<file path="config.mk">
export PLATFORM = sky130hd
export DESIGN_NAME = sfcd_top
export DESIGN_NICKNAME = d
export VERILOG_FILES = /design/src/sfcd_pkg.sv /design/src/sfcd_stream_if.sv /design/src/sfcd_fifo.sv /design/src/sfcd_top.sv
export VERILOG_INCLUDE_DIRS = /design/src
export SDC_FILE = /design/constraint.sdc
export NUM_CORES = 1
export LEC_CHECK = 0
export BUFFER_PORTS_ARGS = -buffer_cell sky130_fd_sc_hd__buf_2
export CAP_MARGIN = 20
export CORE_AREA = 4 4 233 190
export DETAILED_ROUTE_END_ITERATION = 16
export DIE_AREA = 0 0 237 194
export PLACE_DENSITY = 0.66
export SYNTH_ARGS = -nofsm -noshare
export SYNTH_HDL_FRONTEND = slang
export SYNTH_HIERARCHICAL = 1
export SYNTH_SLANG_ARGS = --single-unit
</file>
<file path="constraint.sdc">
create_clock -name clock_i -period 10.3 [get_ports clock_i]
set_input_delay 1.03 -clock clock_i [delete_from_list [all_inputs] [get_ports clock_i]]
set_output_delay 1.03 -clock clock_i [all_outputs]
set_load 0.005 [all_outputs]
</file>
<file path="src/sfcd_defines.svh">
// Opcodes, status bit positions, byte counts and identity constants.
`ifndef SFCD_DEFINES_SVH
`define SFCD_DEFINES_SVH
`define SFCD_OP_WLSET     8'h06
`define SFCD_OP_WLCLR     8'h04
`define SFCD_OP_IDENT     8'h9F
`define SFCD_OP_RDSTAT    8'h05
`define SFCD_OP_WRSTAT    8'h01
`define SFCD_OP_READ      8'h03
`define SFCD_OP_FAST      8'h0B
`define SFCD_OP_PAGE      8'h02
`define SFCD_OP_SECTOR    8'hD8
`define SFCD_OP_FULL      8'hC7
`define SFCD_OP_SLEEP     8'hB9
`define SFCD_OP_WAKE      8'hAB
`define SFCD_SR_BUSY      0
`define SFCD_SR_WEL       1
`define SFCD_SR_BP_LO     2
`define SFCD_SR_BP_HI     4
`define SFCD_SR_SRWD      7
`define SFCD_BP_NONE      3'h0
`define SFCD_BIT_LAST     3'h7
`define SFCD_BIT_FIRST    3'h0
`define SFCD_CNT_ZERO     9'h000
`define SFCD_CNT_ONE      9'h001
`define SFCD_CNT_MAX      9'h1FF
`define SFCD_LEN_OPC      9'h001
`define SFCD_LEN_WRSTAT   9'h002
`define SFCD_ADDR_FIRST   9'h001
`define SFCD_ADDR_LAST    9'h003
`define SFCD_LEN_SECTOR   9'h004
`define SFCD_READ_START   9'h004
`define SFCD_FAST_START   9'h005
`define SFCD_WAKE_START   9'h004
`define SFCD_PAGE_MIN     9'h005
`define SFCD_PAGE_MAX     9'h104
`define SFCD_ID_MAKER     9'h000
`define SFCD_ID_TYPE      9'h001
`define SFCD_ID_CAP       9'h002
`define SFCD_ID_UIDLEN    9'h003
`define SFCD_ID_LAST      9'h013
`define SFCD_UID_LEN      8'h10
`define SFCD_ADDR_STEP    24'h000001
`endif

</file>
<file path="src/sfcd_pkg.sv">
// Types shared by the serial flash command decoder.
package sfcd_pkg;
	typedef enum logic [3:0] {
		SFCD_ST_IDLE = 4'h1,
		SFCD_ST_OPC  = 4'h2,
		SFCD_ST_BODY = 4'h4,
		SFCD_ST_SKIP = 4'h8
	} sfcd_state_type;
	typedef enum logic [3:0] {
		SFCD_CYC_NONE   = 4'h0,
		SFCD_CYC_PAGE   = 4'h1,
		SFCD_CYC_SECTOR = 4'h2,
		SFCD_CYC_FULL   = 4'h4,
		SFCD_CYC_STATUS = 4'h8
	} sfcd_cyc_type;
endpackage

</file>
<file path="src/sfcd_stream_if.sv">
// Valid and ready byte stream between the decoder and its buffer.
`timescale 1ns/1ns
interface sfcd_stream_if #(
	parameter int WIDTH = 8
);
	logic [WIDTH-1:0] data;
	logic             valid;
	logic             ready;
	modport src (output data, output valid, input ready);
	modport snk (input data, input valid, output ready);
endinterface

</file>
<file path="src/sfcd_fifo.sv">
// Flip-flop FIFO with flush, valid and ready on both sides.
`timescale 1ns/1ns
module sfcd_fifo import sfcd_pkg::*; #(
	parameter int WIDTH = 8,
	parameter int DEPTH = 32
) (
	input  wire logic             clock_i,
	input  wire logic             rst_i,
	input  wire logic             flush_i,
	sfcd_stream_if.snk            in_s,
	output logic      [WIDTH-1:0] out_data_o,
	output logic                  out_valid_o,
	input  wire logic             out_ready_i
);
	localparam int AW = $clog2(DEPTH);
	logic [WIDTH-1:0] mem_ff [DEPTH];
	logic [AW:0]      wr_ptr_ff;
	logic [AW:0]      rd_ptr_ff;
	logic             full;
	logic             empty;
	logic             push;
	logic             pop;

	// Full and empty come from pointers carrying one wrap bit.
	assign empty       = (wr_ptr_ff == rd_ptr_ff);
	assign full        = (wr_ptr_ff[AW] != rd_ptr_ff[AW]) &&
	                     (wr_ptr_ff[AW-1:0] == rd_ptr_ff[AW-1:0]);
	assign in_s.ready  = ~full;
	assign push        = in_s.valid & ~full;
	assign out_valid_o = ~empty;
	assign pop         = out_ready_i & ~empty;
	assign out_data_o  = mem_ff[rd_ptr_ff[AW-1:0]];

	// Each entry loads when the write pointer names it.
	for (genvar g = 0; g < DEPTH; g++) begin : g_entry
		always_ff @(posedge clock_i or posedge rst_i) begin
			if (rst_i) begin
				mem_ff[g] <= '0;
			end else if (push && (wr_ptr_ff[AW-1:0] == AW'(g))) begin
				mem_ff[g] <= in_s.data;
			end
		end
	end

	// Pointers advance on each handshake; flush empties the buffer.
	always_ff @(posedge clock_i or posedge rst_i) begin
		if (rst_i) begin
			wr_ptr_ff <= '0;
			rd_ptr_ff <= '0;
		end else if (flush_i) begin
			wr_ptr_ff <= '0;
			rd_ptr_ff <= '0;
		end else begin
			if (push) begin
				wr_ptr_ff <= wr_ptr_ff + 1'b1;
			end
			if (pop) begin
				rd_ptr_ff <= rd_ptr_ff + 1'b1;
			end
		end
	end
endmodule

</file>
<file path="src/sfcd_top.sv">
// Serial flash instruction decoder with status, latch and identity logic.
//
// Behaviour
// - Opcodes, addresses and data move most significant bit first.
// - After select, sample input on each rising clock; first byte is opcode.
// - Modifying commands execute only if deselect falls on a byte boundary.
// - During a running cycle, array accesses are ignored; cycle continues.
// - Opcode 06h sets the write latch, no further bytes.
// - Opcode 04h clears the write latch, no further bytes.
// - Latch clears at reset and when clear or modifying commands complete.
// - Opcode 9Fh returns maker, type, capacity, length, sixteen custom bytes.
// - Each output bit is driven on the falling serial clock edge.
// - Identity read during a running cycle is not decoded.
// - Deselect during identity output ends the read and returns to standby.
// - Custom factory bytes read as zero unless loaded otherwise.
// - Opcode 05h returns status anytime except in sleep, repeating while clocks continue.
// - Busy flag is one while a status, program or erase cycle runs.
// - Latch flag shows the latch; when zero, modifying commands are refused.
// - 03h reads with three address bytes; 0Bh adds one dummy byte.
// - 02h page write, three address bytes, 1 to 256 data but no more than FIFO_DEPTH (32 by default); D8h sector clear.
// - C7h full clear, B9h sleep, no trailers; 01h status write, one byte.
// - ABh wakes; after three dummy bytes the signature repeats.
// - Full clear executes only when all block protect bits are zero.
`timescale 1ns/1ns
`include "sfcd_defines.svh"
module sfcd_top import sfcd_pkg::*; #(
	parameter int         FIFO_DEPTH = 32,
	parameter logic [7:0] MAKER_ID   = 8'h5A, // Arbitrary value.
	parameter logic [7:0] TYPE_ID    = 8'h3C, // Arbitrary value.
	parameter logic [7:0] CAP_ID     = 8'h4E, // Arbitrary value.
	parameter logic [7:0] SIGNATURE  = 8'h6B, // Arbitrary value.
	parameter logic [7:0] CUSTOM_ID  = 8'h00,
	parameter logic [2:0] BP_RESET   = 3'h0
) (
	input  wire logic        clock_i,
	input  wire logic        rst_i,
	input  wire logic        spi_cs_n_i,
	input  wire logic        spi_sck_i,
	input  wire logic        spi_mosi_i,
	input  wire logic        wp_n_i,
	output logic             spi_miso_o,
	output logic             spi_miso_oe_o,
	output logic             arr_rd_o,
	output logic [23:0]      arr_addr_o,
	input  wire logic [7:0]  arr_rdata_i,
	output logic             cyc_start_o,
	output sfcd_cyc_type     cyc_kind_o,
	output logic [23:0]      cyc_addr_o,
	input  wire logic        cyc_done_i,
	output logic [7:0]       prog_data_o,
	output logic             prog_valid_o,
	input  wire logic        prog_ready_i,
	output logic [7:0]       status_o,
	output logic             asleep_o
);
	logic [2:0]     cs_sync_ff;
	logic [2:0]     sck_sync_ff;
	logic [1:0]     mosi_sync_ff;
	logic [1:0]     wp_sync_ff;
	logic           cs_rise;
	logic           cs_fall;
	logic           sck_rise;
	logic           sck_fall;
	logic           mosi_s;
	sfcd_state_type state_ff;
	logic [7:0]     sh_ff;
	logic [2:0]     bit_cnt_ff;
	logic [8:0]     byte_cnt_ff;
	logic [8:0]     nxt_byte_cnt;
	logic [7:0]     op_ff;
	logic [23:0]    addr_ff;
	logic [7:0]     dat_ff;
	logic [7:0]     tx_ff;
	logic           miso_ff;
	logic           oe_ff;
	logic           wel_ff;
	logic           busy_ff;
	logic [2:0]     bp_ff;
	logic           srwd_ff;
	logic           sleep_ff;
	logic           ovf_ff;
	logic           rd_ff;
	logic [23:0]    rd_addr_ff;
	logic           start_ff;
	sfcd_cyc_type   kind_ff;
	logic [23:0]    cyc_addr_ff;
	logic [7:0]     rx_byte;
	logic           byte_done;
	logic           in_body;
	logic           op_ok;
	logic           out_phase;
	logic [7:0]     out_byte;
	logic [23:0]    cur_addr;
	logic           rd_go;
	logic           aligned;
	logic           hw_lock;
	logic           go_wlset;
	logic           go_wlclr;
	logic           go_wrstat;
	logic           go_page;
	logic           go_sector;
	logic           go_full;
	logic           go_sleep;
	logic           push_v;
	logic           drain;
	logic           fifo_valid;
	logic           flush;
	logic [7:0]     status_w;

	sfcd_stream_if #(.WIDTH(8)) wr_s ();

	// Pins cross into the clock domain through two flip-flops; select and clock have a third stage for edge detection.
	always_ff @(posedge clock_i or posedge rst_i) begin
		if (rst_i) begin
			cs_sync_ff   <= 3'h7;
			sck_sync_ff  <= 3'h0;
			mosi_sync_ff <= 2'h0;
			wp_sync_ff   <= 2'h3;
		end else begin
			cs_sync_ff   <= {cs_sync_ff[1:0], spi_cs_n_i};
			sck_sync_ff  <= {sck_sync_ff[1:0], spi_sck_i};
			mosi_sync_ff <= {mosi_sync_ff[0], spi_mosi_i};
			wp_sync_ff   <= {wp_sync_ff[0], wp_n_i};
		end
	end

	// Edge detection looks only at the settled sync stages.
	assign cs_rise  = cs_sync_ff[1] & ~cs_sync_ff[2];
	assign cs_fall  = ~cs_sync_ff[1] & cs_sync_ff[2];
	assign sck_rise = ~cs_sync_ff[1] & sck_sync_ff[1] & ~sck_sync_ff[2];
	assign sck_fall = ~cs_sync_ff[1] & ~sck_sync_ff[1] & sck_sync_ff[2];
	assign mosi_s   = mosi_sync_ff[1];

	// Incoming byte, shifted in most significant bit first.
	assign rx_byte      = {sh_ff[6:0], mosi_s};
	assign byte_done    = sck_rise && (bit_cnt_ff == `SFCD_BIT_LAST);
	assign nxt_byte_cnt = (byte_cnt_ff == `SFCD_CNT_MAX) ? byte_cnt_ff :
	                      byte_cnt_ff + `SFCD_CNT_ONE;
	assign in_body      = (state_ff == SFCD_ST_BODY);
	assign aligned      = (bit_cnt_ff == `SFCD_BIT_FIRST);
	assign hw_lock      = srwd_ff & ~wp_sync_ff[1];
	assign status_w     = {srwd_ff, 2'h0, bp_ff, wel_ff, busy_ff};

	// Opcode acceptance: sleep admits only wake, busy admits only status.
	always_comb begin
		op_ok = 1'b0;
		if (sleep_ff) begin
			op_ok = (rx_byte == `SFCD_OP_WAKE);
		end else if (busy_ff) begin
			op_ok = (rx_byte == `SFCD_OP_RDSTAT);
		end else begin
			unique case (rx_byte)
				`SFCD_OP_WLSET, `SFCD_OP_WLCLR, `SFCD_OP_IDENT,
				`SFCD_OP_RDSTAT, `SFCD_OP_WRSTAT, `SFCD_OP_READ,
				`SFCD_OP_FAST, `SFCD_OP_PAGE, `SFCD_OP_SECTOR,
				`SFCD_OP_FULL, `SFCD_OP_SLEEP, `SFCD_OP_WAKE: begin
					op_ok = 1'b1;
				end
				default: begin
					op_ok = 1'b0;
				end
			endcase
		end
	end

	// Sequencer: idle while deselected, opcode, then body or skip.
	always_ff @(posedge clock_i or posedge rst_i) begin
		if (rst_i) begin
			state_ff <= SFCD_ST_IDLE;
		end else if (cs_sync_ff[1]) begin
			state_ff <= SFCD_ST_IDLE;
		end else begin
			unique case (state_ff)
				SFCD_ST_IDLE: begin
					state_ff <= SFCD_ST_OPC;
				end
				SFCD_ST_OPC: begin
					if (byte_done) begin
						state_ff <= op_ok ? SFCD_ST_BODY : SFCD_ST_SKIP;
					end
				end
				SFCD_ST_BODY, SFCD_ST_SKIP: begin
					state_ff <= state_ff;
				end
			endcase
		end
	end

	// Bit and byte counters restart at each select.
	always_ff @(posedge clock_i or posedge rst_i) begin
		if (rst_i) begin
			sh_ff       <= 8'h00;
			bit_cnt_ff  <= `SFCD_BIT_FIRST;
			byte_cnt_ff <= `SFCD_CNT_ZERO;
			op_ff       <= 8'h00;
			dat_ff      <= 8'h00;
		end else if (cs_fall) begin
			bit_cnt_ff  <= `SFCD_BIT_FIRST;
			byte_cnt_ff <= `SFCD_CNT_ZERO;
		end else if (sck_rise) begin
			sh_ff      <= rx_byte;
			bit_cnt_ff <= bit_cnt_ff + 3'h1;
			if (byte_done) begin
				byte_cnt_ff <= nxt_byte_cnt;
				if (state_ff == SFCD_ST_OPC) begin
					op_ff <= rx_byte;
				end
				if (byte_cnt_ff == `SFCD_CNT_ONE) begin
					dat_ff <= rx_byte;
				end
			end
		end
	end

	// Output starts once the opcode and its trailing bytes are in.
	always_comb begin
		out_phase = 1'b0;
		out_byte  = 8'h00;
		if (in_body) begin
			unique case (op_ff)
				`SFCD_OP_RDSTAT: begin
					out_phase = (byte_cnt_ff >= `SFCD_LEN_OPC);
					out_byte  = status_w;
				end
				`SFCD_OP_IDENT: begin
					out_phase = (byte_cnt_ff >= `SFCD_LEN_OPC);
					unique case (byte_cnt_ff - `SFCD_LEN_OPC)
						`SFCD_ID_MAKER:  out_byte = MAKER_ID;
						`SFCD_ID_TYPE:   out_byte = TYPE_ID;
						`SFCD_ID_CAP:    out_byte = CAP_ID;
						`SFCD_ID_UIDLEN: out_byte = `SFCD_UID_LEN;
						default:         out_byte = CUSTOM_ID;
					endcase
				end
				`SFCD_OP_READ: begin
					out_phase = (byte_cnt_ff >= `SFCD_READ_START);
					out_byte  = arr_rdata_i;
				end
				`SFCD_OP_FAST: begin
					out_phase = (byte_cnt_ff >= `SFCD_FAST_START);
					out_byte  = arr_rdata_i;
				end
				`SFCD_OP_WAKE: begin
					out_phase = (byte_cnt_ff >= `SFCD_WAKE_START);
					out_byte  = SIGNATURE;
				end
				default: begin
					out_phase = 1'b0;
				end
			endcase
		end
	end

	// Serial output changes on falling clock edges, MSB first.
	always_ff @(posedge clock_i or posedge rst_i) begin
		if (rst_i) begin
			tx_ff   <= 8'h00;
			miso_ff <= 1'b0;
			oe_ff   <= 1'b0;
		end else if (cs_sync_ff[1]) begin
			oe_ff <= 1'b0;
		end else if (sck_fall && out_phase) begin
			oe_ff <= 1'b1;
			if (aligned) begin
				miso_ff <= out_byte[7];
				tx_ff   <= {out_byte[6:0], 1'b0};
			end else begin
				miso_ff <= tx_ff[7];
				tx_ff   <= {tx_ff[6:0], 1'b0};
			end
		end
	end

	// Address collection and array read requests with auto increment.
	assign cur_addr = (byte_cnt_ff == `SFCD_ADDR_LAST) ?
	                  {addr_ff[15:0], rx_byte} : addr_ff;
	assign rd_go = byte_done && in_body &&
	               (((op_ff == `SFCD_OP_READ) &&
	                 (nxt_byte_cnt >= `SFCD_READ_START)) ||
	                ((op_ff == `SFCD_OP_FAST) &&
	                 (nxt_byte_cnt >= `SFCD_FAST_START)));
	always_ff @(posedge clock_i or posedge rst_i) begin
		if (rst_i) begin
			addr_ff    <= 24'h000000;
			rd_ff      <= 1'b0;
			rd_addr_ff <= 24'h000000;
		end else begin
			rd_ff <= rd_go;
			if (rd_go) begin
				rd_addr_ff <= cur_addr;
				addr_ff    <= cur_addr + `SFCD_ADDR_STEP;
			end else if (byte_done && in_body &&
			             (byte_cnt_ff >= `SFCD_ADDR_FIRST) &&
			             (byte_cnt_ff <= `SFCD_ADDR_LAST)) begin
				addr_ff <= {addr_ff[15:0], rx_byte};
			end
		end
	end

	// Commands that execute at deselect, each checked for length; modifying ones also for latch.
	always_comb begin
		go_wlset  = 1'b0;
		go_wlclr  = 1'b0;
		go_wrstat = 1'b0;
		go_page   = 1'b0;
		go_sector = 1'b0;
		go_full   = 1'b0;
		go_sleep  = 1'b0;
		if (cs_rise && in_body && aligned) begin
			go_wlset  = (op_ff == `SFCD_OP_WLSET) &&
			            (byte_cnt_ff == `SFCD_LEN_OPC);
			go_wlclr  = (op_ff == `SFCD_OP_WLCLR) &&
			            (byte_cnt_ff == `SFCD_LEN_OPC);
			go_wrstat = (op_ff == `SFCD_OP_WRSTAT) && wel_ff && !hw_lock &&
			            (byte_cnt_ff == `SFCD_LEN_WRSTAT);
			go_page   = (op_ff == `SFCD_OP_PAGE) && wel_ff && !ovf_ff &&
			            (byte_cnt_ff >= `SFCD_PAGE_MIN) &&
			            (byte_cnt_ff <= `SFCD_PAGE_MAX);
			go_sector = (op_ff == `SFCD_OP_SECTOR) && wel_ff &&
			            (byte_cnt_ff == `SFCD_LEN_SECTOR);
			go_full   = (op_ff == `SFCD_OP_FULL) && wel_ff &&
			            (bp_ff == `SFCD_BP_NONE) &&
			            (byte_cnt_ff == `SFCD_LEN_OPC);
			go_sleep  = (op_ff == `SFCD_OP_SLEEP) &&
			            (byte_cnt_ff == `SFCD_LEN_OPC);
		end
	end

	// Latch, busy, protection and sleep state.
	always_ff @(posedge clock_i or posedge rst_i) begin
		if (rst_i) begin
			wel_ff   <= 1'b0;
			busy_ff  <= 1'b0;
			bp_ff    <= BP_RESET;
			srwd_ff  <= 1'b0;
			sleep_ff <= 1'b0;
		end else begin
			if (go_wlset) begin
				wel_ff <= 1'b1;
			end else if (go_wlclr || (busy_ff && cyc_done_i)) begin
				wel_ff <= 1'b0;
			end
			if (go_wrstat || go_page || go_sector || go_full) begin
				busy_ff <= 1'b1;
			end else if (cyc_done_i) begin
				busy_ff <= 1'b0;
			end
			if (go_wrstat) begin
				srwd_ff <= dat_ff[`SFCD_SR_SRWD];
				bp_ff   <= dat_ff[`SFCD_SR_BP_HI:`SFCD_SR_BP_LO];
			end
			if (go_sleep) begin
				sleep_ff <= 1'b1;
			end else if (byte_done && (state_ff == SFCD_ST_OPC) &&
			             (rx_byte == `SFCD_OP_WAKE)) begin
				sleep_ff <= 1'b0;
			end
		end
	end

	// Cycle launch towards the array.
	always_ff @(posedge clock_i or posedge rst_i) begin
		if (rst_i) begin
			start_ff    <= 1'b0;
			kind_ff     <= SFCD_CYC_NONE;
			cyc_addr_ff <= 24'h000000;
		end else begin
			start_ff <= go_wrstat | go_page | go_sector | go_full;
			if (go_page) begin
				kind_ff     <= SFCD_CYC_PAGE;
				cyc_addr_ff <= addr_ff;
			end else if (go_sector) begin
				kind_ff     <= SFCD_CYC_SECTOR;
				cyc_addr_ff <= addr_ff;
			end else if (go_full) begin
				kind_ff <= SFCD_CYC_FULL;
			end else if (go_wrstat) begin
				kind_ff <= SFCD_CYC_STATUS;
			end
		end
	end

	// Page data enters the buffer; a refused byte spoils the page.
	assign push_v     = byte_done && in_body && (op_ff == `SFCD_OP_PAGE) &&
	                    (byte_cnt_ff >= `SFCD_LEN_SECTOR);
	assign wr_s.data  = rx_byte;
	assign wr_s.valid = push_v;
	assign flush      = cs_rise && in_body && (op_ff == `SFCD_OP_PAGE) &&
	                    !go_page;
	assign drain      = busy_ff && (kind_ff == SFCD_CYC_PAGE);
	always_ff @(posedge clock_i or posedge rst_i) begin
		if (rst_i) begin
			ovf_ff <= 1'b0;
		end else if (cs_fall) begin
			ovf_ff <= 1'b0;
		end else if (push_v && !wr_s.ready) begin
			ovf_ff <= 1'b1;
		end
	end

	sfcd_fifo #(
		.WIDTH (8),
		.DEPTH (FIFO_DEPTH)
	) u_fifo (
		.clock_i     (clock_i),
		.rst_i       (rst_i),
		.flush_i     (flush),
		.in_s        (wr_s),
		.out_data_o  (prog_data_o),
		.out_valid_o (fifo_valid),
		.out_ready_i (prog_ready_i & drain)
	);

	// Outputs.
	assign prog_valid_o  = fifo_valid & drain;
	assign spi_miso_o    = miso_ff;
	assign spi_miso_oe_o = oe_ff;
	assign arr_rd_o      = rd_ff;
	assign arr_addr_o    = rd_addr_ff;
	assign cyc_start_o   = start_ff;
	assign cyc_kind_o    = kind_ff;
	assign cyc_addr_o    = cyc_addr_ff;
	assign status_o      = status_w;
	assign asleep_o      = sleep_ff;
endmodule

</file>
==> metrics <==
CTS tree=yes; crit path max fanout=40; ys flop type=dfrtp_1; GRT Residual Overflow=0; worst reg-to-reg setup slack=5700 ps; Clock power frac=44.9%; Post-CTS Setup Bufs=0; core area=41700 um^2; Detailed Route WL=51.5 mm; Final min period=4800 ps; Mean Syn Cell Area=12.4 um^2; CP Launch Type=flip-flop; number of global-route vias before repair=14000; top post-synthesis cells by area=dfrtp_1 49%, mux2_2 17%, mux4_2 8.7%; DR pass1 iterations=5; via count=14000; yosys warns=6; Yosys top cell by area=dfrtp_1; hold_sp=mosi_sync_ff[0]; Synth Area in Compound Gates=8.22%; post-synthesis register bit count=408; Power Density=145 nW/um^2; fmax=208 MHz; Critical Path AT=3770 ps; die height=194 um; reg2reg end=addr_ff[16]; status=complete, no violations; MaxCap Viol Count=0; Worst Hold Class=flip-flop to flip-flop; layout cell share with drive strength beyond 1=35.2%; worst hold margin=350 ps; Req. time, crit path=9270 ps; Fin. Hold Viols=0; final net count=1711; slew margin rel.=23.6%; Clock Skew=11.6 ps; Post-Syn Instances=1670; CTS Buf Count=42; post-synthesis mux area share=27.3%; # hold bufs at CTS=0; VDD IR max=0.112 mV; PortBufs=87; drt drc=0; RSZ-0062 raised after global routing=no; number of DRC markers in iteration 0=1475; CTS clock-pin slew for the worst setup and hold paths=60 ps; Worst Hold End=mosi_sync_ff[1]; XOR/XNOR share of the synthesized area=0.592%; Area Growth Syn to Fin=9.74%; Hold Path Depth=0; post-synthesis adder-cell area fraction=1.09%; nature of the critical path endpoint=output port; post-synthesis simple-gate area fraction=9.65%; clk buf depth=3; Diodes inserted=0; DR vias/cell=6.22; DP HPWL=32.5 mm; Crit Reg-Reg Startpoint=byte_cnt_ff[1]; sequential share of the synthesized area=49.3%; sw frac=24.2%; CP Class=flip-flop to output port; post-CTS sizing=0; CTS Sinks=408; die area=46000 um^2; Final ANT Viol Nets=0; num rows=67; Pleak=10.7 nW; io pins=90; FF-to-FF path depth=13; GRT Overall Usage=22.4%; worst skew pair latency=570 ps; DIE WIDTH=237 um; gpl congestion=0.914; sequential share of power=49.3%; Post-synth EDFFs=0; TNS Setup=0 ps; DR WL/cell=22.8 um; Async SR Flop Fraction=100%; largest net degree at the start of global routing=129; H-tree depth=2; effective utilization at floorplan=49.7%; Slew @ Worst Pin=1150 ps; first-pass GRT wire length=82.5 mm; main combinational cell family by area after synthesis=multiplexers; Final setup violation count=0; Yosys top cell area share=48.6%; Final Cycle Share=46.6%; Total Power=3.30 mW; count of different cell masters after synthesis=79; Final Max Slew Viols=0; mapped cell area=20700 um^2; CTS root buffer=clkbuf_16; Comb pwr share=5.9%; switching pwr=0.799 mW; initial antenna violation count=3; cell internal pwr=2.51 mW
==> stage by stage <==
step,setup slack (ps),cell area (um^2),std cells,util (%)
global route,5270,22700,2257,54.5
global placement,5880,21400,2182,51.3
CTS,5400,22700,2254,54.5
finish,5500,22700,2257,54.5
floorplan,1890,20700,1671,-
detailed placement,5770,21400,2182,51.3
==> worst max-delay path, cell delays in order (launching register included) <==
cell	delay (ps)
dfrtp_4	800
buf_4	740
mux4_2	620
mux4_2	500
mux2_2	320
buf_2	140
==> layout make-up <==
cell class / instances / area (um^2)
timing repair buffer: 112 / 633
multi-input combinational: 1086 / 9750
fill: 3454 / 18900
clock inverter: 7 / 67.6
sequential: 408 / 10200
tap: 552 / 691
clock buffer: 65 / 1250
inverter: 27 / 114
==> kinds of logic after synthesis <==
logic type | Yosys count
other cells | 1
simple gates | 384
buf+inv | 177
flops | 408
mux | 424
fa+ha+maj | 18
compound gates | 244
xor+xnor | 14
==> worst max-delay path by stage <==
stage / end / from / cells past startpoint / slack [ps]
final: prog_data_o[3] / u_fifo/rd_ptr_ff[0] / 5 / 5500
after global routing: prog_data_o[2] / u_fifo/rd_ptr_ff[0] / 5 / 5270
after CTS: prog_data_o[6] / u_fifo/rd_ptr_ff[0] / 5 / 5400
after detailed placement: addr_ff[16] / byte_cnt_ff[1] / 13 / 5770
after global placement: addr_ff[16] / byte_cnt_ff[1] / 13 / 5880
after floorplan: u_fifo/mem_ff[0] / rst_i / 1 / 1890
==> Yosys cell counts (all sizes together), types with 7 or more instances <==
master / n
clkbuf: 95
nor2: 61
ha: 18
nor3: 29
nor4: 14
a21oi: 61
xor2: 10
a211o: 23
a22oi: 10
dfrtp: 402
o21ai: 44
and3: 11
buf: 55
mux2: 325
nand4: 19
nor2b: 16
nand2: 112
nand3: 50
nand2b: 17
a211oi: 15
o31ai: 7
mux4: 80
a21boi: 9
inv: 27
o211ai: 12
a31oi: 18
and4: 7
mux2i: 19
==> power groups by stage <==
stage	clock network [mW]	logic [mW]	registers (mW)
6_report	1.48	0.194	1.63
5_1_grt	1.59	0.212	1.63
4_1_cts	1.52	0.193	1.63
3_5_place_dp	0	0.192	1.66
3_3_place_gp	0	0.189	1.66
2_1_floorplan	0	0.118	1.66
==> per-layer routing <==
layer / wire, um / vias up / share of wire [%] / track usage [%]
met3: 3760 / 70 / 7.3 / 5.43
li1: - / 6184 / - / -
met1: 24000 / 7295 / 47 / 34.0
met5: 13 / - / 0.025 / 0
met4: 898 / 2 / 1.7 / 4.73
met2: 22800 / 479 / 44 / 32.9
==> layout by cell type (no fill, tap or decap), types with 10 or more instances in the layout <==
master,instances
buf_2,87
and3_1,11
mux4_2,80
nand4_1,19
clkbuf_1,13
mux2_1,18
o211ai_1,12
clkbuf_16,43
a22oi_1,10
nand2_1,110
ha_1,18
mux2_2,307
nor4_1,11
dfrtp_1,400
a211oi_1,11
nor3_1,27
buf_4,23
mux2i_1,19
nor2b_1,16
a211o_1,23
a21oi_1,52
nand2b_1,17
xor2_1,10
nor2_1,60
a31oi_1,18
o21ai_0,44
inv_1,24
nand3_1,50
==> state kept, by name, indices dropped and copies added, names as in the netlist, 2 cells and up <==
name and cells:
u_fifo/mem_ff 256, addr_ff 24, arr_addr_o 24, cyc_addr_o 24, byte_cnt_ff 9, op_ff 8
sh_ff 7, tx_ff 7, u_fifo/rd_ptr_ff 6, u_fifo/wr_ptr_ff 6, cyc_kind_o 4, dat_ff 4
state_ff 4, bit_cnt_ff 3, bp_ff 3, cs_sync_ff 3, sck_sync_ff 3, mosi_sync_ff 2
wp_sync_ff 2
(Power assumes the default switching activity.)
